===== config.mk =====
export PLATFORM = sky130hd
export DESIGN_NAME = pief_irq_pair
export DESIGN_NICKNAME = d
export VERILOG_FILES = /design/src/rtl/pief_pkg.sv /design/src/rtl/pief_reg_if.sv /design/src/rtl/pief_apb_port.sv /design/src/rtl/pief_irq_pair.sv
export SDC_FILE = /design/constraint.sdc
export NUM_CORES = 1
export LEC_CHECK = 0
export BUFFER_PORTS_ARGS = -buffer_cell sky130_fd_sc_hd__buf_2
export CORE_AREA = 4 4 62 64
export DETAILED_ROUTE_END_ITERATION = 10
export DIE_AREA = 0 0 66 68
export PLACE_DENSITY = 0.83
export SETUP_SLACK_MARGIN = 0.05
export SLEW_MARGIN = 0
export SYNTH_ARGS = -nofsm -noshare
export SYNTH_HDL_FRONTEND = slang
export SYNTH_SLANG_ARGS = --single-unit
export TNS_END_PERCENT = 20

===== constraint.sdc =====
create_clock -name clock -period 5.3 [get_ports clock]
set_clock_uncertainty 0.1 [all_clocks]
set_input_delay 0.265 -clock clock [delete_from_list [all_inputs] [get_ports clock]]
set_output_delay 0.265 -clock clock [all_outputs]
set_load 0.05 [all_outputs]

===== src/rtl/pief_pkg.sv =====
// pief_pkg: offsets, bit positions, masks and reset values of the
// peripheral interrupt enable/flag pair.
// assumes: 8-bit register contents on a 32-bit apb, byte addressing.
package pief_pkg;

   localparam int          REG_ADDR_W         = 8;
   localparam int          REG_DATA_W         = 8;
   localparam int          APB_DATA_W         = 32;

   // byte addresses on apb
   localparam logic [7:0]  OFF_CONTROL        = 8'h08;
   localparam logic [7:0]  OFF_FLAGS          = 8'h0c;
   localparam logic [7:0]  OFF_FLAG_CLEAR     = 8'h10;
   localparam logic [7:0]  OFF_ENABLES        = 8'h8c;

   // source bit positions, shared by flags and enables
   localparam int          BIT_SLAVE_PORT     = 7;
   localparam int          BIT_CONVERTER      = 6;
   localparam int          BIT_SERIAL_RX      = 5;
   localparam int          BIT_SERIAL_TX      = 4;
   localparam int          BIT_UNUSED         = 3;
   localparam int          BIT_CAPTURE_CMP    = 2;
   localparam int          BIT_TIMER2_MATCH   = 1;
   localparam int          BIT_TIMER1_OVF     = 0;

   // main_irq_control bits
   localparam int          BIT_GLOBAL_EN      = 7;
   localparam int          BIT_GROUP_EN       = 6;

   localparam logic [7:0]  ENABLE_IMPL_MASK   = 8'hf7;
   localparam logic [7:0]  FLAG_IMPL_MASK     = 8'hf7;
   localparam logic [7:0]  FLAG_SW_WR_MASK    = 8'hc7;
   localparam logic [7:0]  CONTROL_IMPL_MASK  = 8'hc0;

   localparam logic [7:0]  FLAGS_RESET        = 8'h00;
   localparam logic [7:0]  ENABLES_RESET      = 8'h00;
   localparam logic [7:0]  CONTROL_RESET      = 8'h00;

   typedef enum logic [1:0] {
      ST_IDLE   = 2'b01,
      ST_ACCESS = 2'b10
   } pief_apb_state_e;

endpackage


===== src/rtl/pief_reg_if.sv =====
// pief_reg_if: register access strobes between the apb port and the
// register pair.
// assumes: one clock domain; rdata/hit are combinational from the regs.
`timescale 1ns/1ps
interface pief_reg_if;
   import pief_pkg::*;

   logic [REG_ADDR_W-1:0] addr;
   logic                  wr;
   logic [REG_DATA_W-1:0] wdata;
   logic [REG_DATA_W-1:0] rdata;
   logic                  hit;

   modport port (output addr, output wr, output wdata, input rdata, input hit);
   modport regs (input addr, input wr, input wdata, output rdata, output hit);
endinterface


===== src/rtl/pief_apb_port.sv =====
// pief_apb_port: apb slave handshake, one wait-free access phase.
// assumes: master keeps paddr/pwrite/pwdata stable through the access.
`timescale 1ns/1ps
module pief_apb_port
   import pief_pkg::*;
(
   // clock and reset
   input  wire logic                  clock,
   input  wire logic                  rstn,
   // apb
   input  wire logic                  psel,
   input  wire logic                  penable,
   input  wire logic                  pwrite,
   input  wire logic [REG_ADDR_W-1:0] paddr,
   input  wire logic [APB_DATA_W-1:0] pwdata,
   output logic      [APB_DATA_W-1:0] prdata,
   output logic                       pready,
   output logic                       pslverr,
   // register side
   pief_reg_if.port                   bus
);

   pief_apb_state_e state_reg;

   assign bus.addr  = paddr;
   assign bus.wdata = pwdata[REG_DATA_W-1:0];
   // write lands only at the completing edge of the access phase
   assign bus.wr    = (state_reg == ST_ACCESS) && psel && penable && pwrite && bus.hit;

   // read data is captured at the setup edge so it stands still all access long
   always_ff @(posedge clock or negedge rstn) begin
      if (!rstn) begin
         state_reg <= ST_IDLE;
         pready    <= 1'b0;
         pslverr   <= 1'b0;
         prdata    <= '0;
      end else begin
         case (state_reg)
            ST_IDLE: begin
               if (psel && !penable) begin
                  state_reg <= ST_ACCESS;
                  pready    <= 1'b1;
                  pslverr   <= !bus.hit;
                  prdata    <= (bus.hit && !pwrite) ? {24'h000000, bus.rdata} : '0;
               end
            end
            ST_ACCESS: begin
               state_reg <= ST_IDLE;
               pready    <= 1'b0;
               pslverr   <= 1'b0;
               prdata    <= '0;
            end
            default: begin
               state_reg <= ST_IDLE;
               pready    <= 1'b0;
            end
         endcase
      end
   end

endmodule // pief_apb_port


===== src/rtl/pief_irq_pair.sv =====
// pief_irq_pair: peripheral interrupt enable and flag registers with
// group and global gating onto one core interrupt request.
// assumes: periph_event comes from logic on the same clock, active high.
//
// Notes on behaviour
// - group enable off blocks every peripheral interrupt
// - enable register at 8ch, one bit per source
// - flag register at 0ch, same bit layout
// - events set flags regardless of any enable
// - enable bit 3 ignores writes, reads zero
// - all implemented bits zero after reset
// - set flags stay until software clears them
`timescale 1ns/1ps
module pief_irq_pair
   import pief_pkg::*;
(
   // clock and reset
   input  wire logic                  clock,
   input  wire logic                  rstn,
   // apb slave
   input  wire logic                  psel,
   input  wire logic                  penable,
   input  wire logic                  pwrite,
   input  wire logic [REG_ADDR_W-1:0] paddr,
   input  wire logic [APB_DATA_W-1:0] pwdata,
   output logic      [APB_DATA_W-1:0] prdata,
   output logic                       pready,
   output logic                       pslverr,
   // peripheral events, one per source bit
   input  wire logic [REG_DATA_W-1:0] periph_event,
   // request to the core
   output logic                       core_irq
);

   pief_reg_if bus ();

   logic [REG_DATA_W-1:0] flag_reg;
   logic [REG_DATA_W-1:0] flag_next;
   logic [REG_DATA_W-1:0] enable_reg;
   logic [REG_DATA_W-1:0] control_reg;
   logic                  wr_flags;
   logic                  wr_clear;
   logic                  wr_enables;
   logic                  wr_control;
   logic                  irq_next;
   logic                  first_cycle_reg;

   pief_apb_port u_port (
      .clock   (clock),
      .rstn    (rstn),
      .psel    (psel),
      .penable (penable),
      .pwrite  (pwrite),
      .paddr   (paddr),
      .pwdata  (pwdata),
      .prdata  (prdata),
      .pready  (pready),
      .pslverr (pslverr),
      .bus     (bus.port)
   );

   // write decode
   always_comb begin
      wr_flags   = 1'b0;
      wr_clear   = 1'b0;
      wr_enables = 1'b0;
      wr_control = 1'b0;
      if (bus.addr == OFF_FLAGS) begin
         wr_flags   = bus.wr;
      end else if (bus.addr == OFF_FLAG_CLEAR) begin
         wr_clear   = bus.wr;
      end else if (bus.addr == OFF_ENABLES) begin
         wr_enables = bus.wr;
      end else if (bus.addr == OFF_CONTROL) begin
         wr_control = bus.wr;
      end
   end

   // read decode; the clear register is write-only and reads zero
   always_comb begin
      bus.rdata = '0;
      bus.hit   = 1'b0;
      if (bus.addr == OFF_FLAGS) begin
         bus.rdata = flag_reg;
         bus.hit   = 1'b1;
      end else if (bus.addr == OFF_ENABLES) begin
         bus.rdata = enable_reg;
         bus.hit   = 1'b1;
      end else if (bus.addr == OFF_CONTROL) begin
         bus.rdata = control_reg;
         bus.hit   = 1'b1;
      end else if (bus.addr == OFF_FLAG_CLEAR) begin
         bus.rdata = '0;
         bus.hit   = 1'b1;
      end
   end

   // per-bit flag update: the event is ored in last so a set in the same
   // cycle as a clear is never lost; the serial rx/tx flags are read-only
   // through the flag register and can only be dropped via the clear word
   for (genvar i = 0; i < REG_DATA_W; i++) begin : g_flag
      logic kept;
      always_comb begin
         kept = flag_reg[i];
         if (wr_flags && FLAG_SW_WR_MASK[i]) begin
            kept = bus.wdata[i];
         end
         if (wr_clear && bus.wdata[i]) begin
            kept = 1'b0;
         end
         flag_next[i] = FLAG_IMPL_MASK[i] & (kept | periph_event[i]);
      end
   end

   always_ff @(posedge clock or negedge rstn) begin
      if (!rstn) begin
         flag_reg <= FLAGS_RESET;
      end else begin
         flag_reg <= flag_next;
      end
   end

   // unimplemented bit 3 is masked off on write so it always reads zero
   always_ff @(posedge clock or negedge rstn) begin
      if (!rstn) begin
         enable_reg <= ENABLES_RESET;
      end else if (wr_enables) begin
         enable_reg <= bus.wdata & ENABLE_IMPL_MASK;
      end
   end

   always_ff @(posedge clock or negedge rstn) begin
      if (!rstn) begin
         control_reg <= CONTROL_RESET;
      end else if (wr_control) begin
         control_reg <= bus.wdata & CONTROL_IMPL_MASK;
      end
   end

   // registered request: one cycle behind the flags, but glitch free
   assign irq_next = (|(flag_reg & enable_reg))
                     && control_reg[BIT_GROUP_EN]
                     && control_reg[BIT_GLOBAL_EN];

   always_ff @(posedge clock or negedge rstn) begin
      if (!rstn) begin
         core_irq <= 1'b0;
      end else begin
         core_irq <= irq_next;
      end
   end

   // helper for the reset check
   always_ff @(posedge clock or negedge rstn) begin
      if (!rstn) begin
         first_cycle_reg <= 1'b1;
      end else begin
         first_cycle_reg <= 1'b0;
      end
   end
endmodule // pief_irq_pair


Word-level counts from Yosys, hierarchy flattened
Cells that the tools add are included.
Widths: inputs -> output; s select.
Operators by class
  equal/unequal tests: 7
  bitwise gates (word level): 8
  muxes and demuxes: 38
  reductions and logical operators: 21
Operators by type and width (count)
  $pmux 32 s2: 1
  $mux 32: 1
  $mux 8: 4
  $mux 1: 29
  $eq 8x4->1 const B: 2
  $logic_and 1x1->1: 15
  $and 8x8->8: 1
  $eq 8x5->1 const B: 1
  $eq 8x8->1 const B: 1
  $reduce_or 8->1: 1
  $or 1x1->1: 7
  $mux 2: 2
  $logic_not 1->1: 3
  $eq 2x1->1 const B: 1
  $eq 2x2->1 const B: 1
  $ne 2x1->1 const B: 1
  $pmux 1 s2: 1
  $reduce_and 2->1: 1
  $reduce_bool 2->1: 1
Storage, ports and cells
  bits in registers: 53
  logic and storage cells: 82
  input bits: 53
  output and inout port bits: 35

Longest topological paths before layout
  depth after elaboration: 11
  mapped depth: 5
  mapped depth without buffers: 4

By module
Synthesis repeated with hierarchy kept, for this count alone.
Unflattened totals
  cells, all modules: 187
  area total of the unflattened synthesis: 1855.5 um^2
By module, submodules not included
  pief_irq_pair: area an instance 1024.7 um^2, sequential area each 425.4 um^2, cells an instance 99, times used 1
  pief_apb_port: area an instance 830.8 um^2, sequential area each 276.5 um^2, cells an instance 88, times used 1

Least setup slack after synthesis
No wires, ideal clock.
  kind: reg-to-reg
  start point: register u_port.state_reg[1]
  end point: register flag_reg[6]
  setup slack: 3.184 ns
  buffers on the path: 1
  data arrival time: 1.917 ns
  setup time: 0.099 ns
  stages on the path, launching flop included: 6
  data required time: 5.101 ns
  clock period less this slack: 2.116 ns
  cells stage by stage: dfrtp_1 or2b_4 or4_1 buf_2 nor3b_1 a311oi_1
Between the ends
  longest elaborated chain between the ends: 10
  elaborated cells on any way between the ends: 12
  those cells by class: eq/ne: 1; mux: 5; bitwise: 1; reduce/logical: 5
Ends and longest elaborated chain
  start: declaration: RTL line pief_apb_port.sv:23  | pief_apb_state_e state_reg;
  start signal: assignment: RTL line pief_apb_port.sv:33  | state_reg <= ST_IDLE;
  start signal: assignment: RTL line pief_apb_port.sv:41  | state_reg <= ST_ACCESS;
  start signal: assignment: RTL line pief_apb_port.sv:48  | state_reg <= ST_IDLE;
  $eq 2x2->1 *: RTL line pief_apb_port.sv:28  | assign bus.wr = (state_reg == ST_ACCESS) && psel && penable && pwrite && bus.hit;
  $logic_and 1x1->1 * (4 in series): RTL line pief_apb_port.sv:28
  $mux 1: RTL line pief_irq_pair.sv:70  | end else if (bus.addr == OFF_FLAG_CLEAR) begin
  $mux 1: RTL line pief_irq_pair.sv:68  | if (bus.addr == OFF_FLAGS) begin
  $logic_and 1x1->1: RTL line pief_irq_pair.sv:108  | if (wr_clear && bus.wdata[i]) begin
  $mux 1 *: RTL line pief_irq_pair.sv:108
  $or 1x1->1 *: RTL line pief_irq_pair.sv:111  | flag_next[i] = FLAG_IMPL_MASK[i] & (kept | periph_event[i]);
  net flag_next[6]: RTL line pief_irq_pair.sv:38  | logic [REG_DATA_W-1:0] flag_next;
  end signal: assignment: RTL line pief_irq_pair.sv:119  | flag_reg <= flag_next;
  end: declaration: RTL line pief_irq_pair.sv:37  | logic [REG_DATA_W-1:0] flag_reg;
The timed path passes the listed nets; every way through them passes the cells marked *.
A chain may end at the register's enable or synchronous reset.

Worst setup path in the final report
  start point: register u_port.state_reg[1]
  end point: register flag_reg[0]
Same word-level chain as after synthesis.

==> impl_results.md <==
* Synth Register Bits at 27
* Leak at between 0.8 and 0.9 nW
* I/O pins at just under 90
* Max clock buf depth at 2
* Final setup fails at 0
* Setup crit end kind: register
* CP startpoint kind: register
* Gr ovfl total at 0
* Latest clock arrival within the worst-skew pair at ~0.32 ns
* CTS tree: done
* Initial Util at a little under half
* Sequential share of the synthesized area at around 45%
* Hold WS at approximately 0.012 ns
* Initial antenna violation count at 0
* Hold Violations, Final at 0
* Commonest cells after routing, fill and taps aside: 36 x buf_2, 26 x dfrtp_1, 25 x conb_1
* CTS-repair resized insts at 0
* Synthesized area per cell at roughly 10 µm²
* Buffers on Ports at 36
* Largest net degree at the start of global routing at 28
* # rows at 21
* Total Nets Final at around 240
* Mapped Area at ~1500 µm²
* Vias at 1115
* Unrepaired setup endpoints after global routing: no
* Synth async-reset ratio at 100%
* Clock sink count at 27
* Slew headroom at 47.6%
* R2r worst-path depth at 4
* DRC viols at 0
* Yosys cell types at 37
* Worst Path Required at ~5.4 ns
* Hpwl dp at between 2 and 2.5 mm
* Reg clk slew, reported paths at 0.14 ns
* Yosys top cell by area: dfrtp_1
* Root Driver: clkbuf_4
* Global Route Usage Sum at between 10% and 20%
* FF-to-FF Start: u_port.state_reg[1]
* Slew of the pin with the lowest slew margin at approximately 0.78 ns
* Final Max Tran Viols at 0
* Flop pwr share at 55.5%
* Setup tns final at 0 ns
* Antenna Cells at 0
* Worst R2R Setup Slack at approximately 3.3 ns
* Sw frac at between 30% and 40%
* Hold Path Sink: flag_reg[4]
* Routability cong. at 0.786
* Hold path depth at 2
* Combinational share of power at between 20% and 30%
* RR Endpoint: flag_reg[0]
* Share of layout cells above drive strength 1 at between 20% and 30%
* Routed len/inst at ~12 µm
* Maximum vdd drop at about 95 µV
* Area share of the largest cell type after synthesis at around 43%
* Maxcap violations at 0
* Initial DRC count at 23
* Die height at 68 µm
* Critical path class: reg2reg
* Vias per inst at just under 5
* Yosys warning count at 0
* WP data arrival at roughly 2.1 ns
* Area contributors post-synth: dfrtp_1 43%, buf_4 12%, mux2_1 6.7%
* Final period utilization at a little under two fifths
* Total internal power at 0.253 mW
* CTS Buf Count at 3
* Synth Flop Type: dfrtp_1
* PD cells at 226 nW/µm²
* P_sw at roughly 0.13 mW
* Max Freq at a little over 500 MHz
* Initial DRT Pass Iterations at 4
* Status: completed
* Die W at 66 µm
* Global-route wire length before repair at about 4.5 mm
* Leading cell type in the layout, fill and taps excluded: buf_2
* Cells after synthesis at between 100 and 150
* Vias in the first global route at approximately 1000
* HP Class: in2reg
* Minimum clock period at 1.99 ns
* Routed Antenna Nets at 0
* EDFF count, synth at 0
* H-tree levels at 1
* Clk pwr share at ~23%
* Core area at roughly 3300 µm²
* Area delta synth->final at 11.2%
* Hold path startpoint: periph_event[4]
* Drt total wl at ~2.9 mm
* Die area at 4490 µm²
* CP Max Fanout at 10
==> cell families after synthesis <==
group                  share of synthesized area (%)
buffers and inverters                           14.7
DFF                                             44.8
and+or+nand+nor                                 18.5
muxes                                           10.0
other                                          0.248
AOI/OAI and AO/OA                               11.8
==> worst max path at each step <==
stage | to | depth (start not counted) | slack (ns) | startpoint
final | flag_reg[0] | 4 | 3.31 | u_port.state_reg[1]
after global routing | flag_reg[0] | 4 | 3.24 | u_port.state_reg[1]
after CTS | flag_reg[0] | 4 | 3.32 | u_port.state_reg[1]
after detailed placement | flag_reg[4] | 5 | 3.08 | paddr[7]
after global placement | flag_reg[5] | 5 | 3.12 | paddr[7]
after floorplan | flag_reg[6] | 5 | 3.18 | u_port.state_reg[1]
==> cells in the mapped netlist (all sizes together) (2+ instances only) <==
cell type   n
buf        27
o22ai       2
a2bb2oi     2
a311oi      5
a21oi       2
nor4        2
mux2i       5
a21o        3
dfrtp      26
nand3       3
o21ai       8
nor2        3
mux2        9
nand2      10
a22oi       2
inv         7
or4         3
nor3b       5
nor3        7
nor2b       2
==> metal layers <==
metal  vias to the layer above  track usage [%]  wire length (µm)
met5                         -                0                 0
met4                         0             3.05                35
met3                         4             1.97               221
met2                        46             23.3              1350
met1                       506             15.5              1250
li1                        559                -                 -
==> worst max-delay path, cell delays in order, from the launching register on <==
cell      delay (ns)
dfrtp_1         0.40
or2b_4          0.30
or4_1           0.64
nor3b_1         0.21
a311oi_1        0.25
==> power by group through the flow <==
stage | sequential, mW | combinational (mW) | clock (mW)
3_3_place_gp | 0.214 | 0.0808 | 0
2_1_floorplan | 0.222 | 0.0663 | 0
4_1_cts | 0.210 | 0.0824 | 0.0881
6_report | 0.210 | 0.0824 | 0.0866
5_1_grt | 0.211 | 0.0882 | 0.0946
3_5_place_dp | 0.214 | 0.0818 | 0
==> final cells by class <==
class	instances	area [µm²]
clock buffers	3	22.5
clock inverters	1	5.00
flip-flops and latches	27	677
multi-input cells	109	702
well taps	46	57.6
repair buffers	37	190
inverters	7	26.3
fillers	303	1600
==> stage by stage <==
stage | std cells | total power, mW | area (µm²) | worst slack, ns | utilization (%)
final | 230 | 0.379 | 1680 | 3.31 | 51.2
after global routing | 230 | 0.394 | 1680 | 3.24 | 51.2
after CTS | 230 | 0.381 | 1680 | 3.32 | 51.2
after detailed placement | 225 | 0.296 | 1640 | 3.08 | 50.0
after global placement | 225 | 0.295 | 1640 | 3.12 | 50.0
after floorplan | 170 | 0.288 | 1600 | 3.18 | -
==> timing repair <==
action                                 CTS  global route
endpoints found under the hold margin   26             0
setup buffers                            0             0
hold buffers                             1             0
Note: power is estimated with default switching activity, not from simulation.
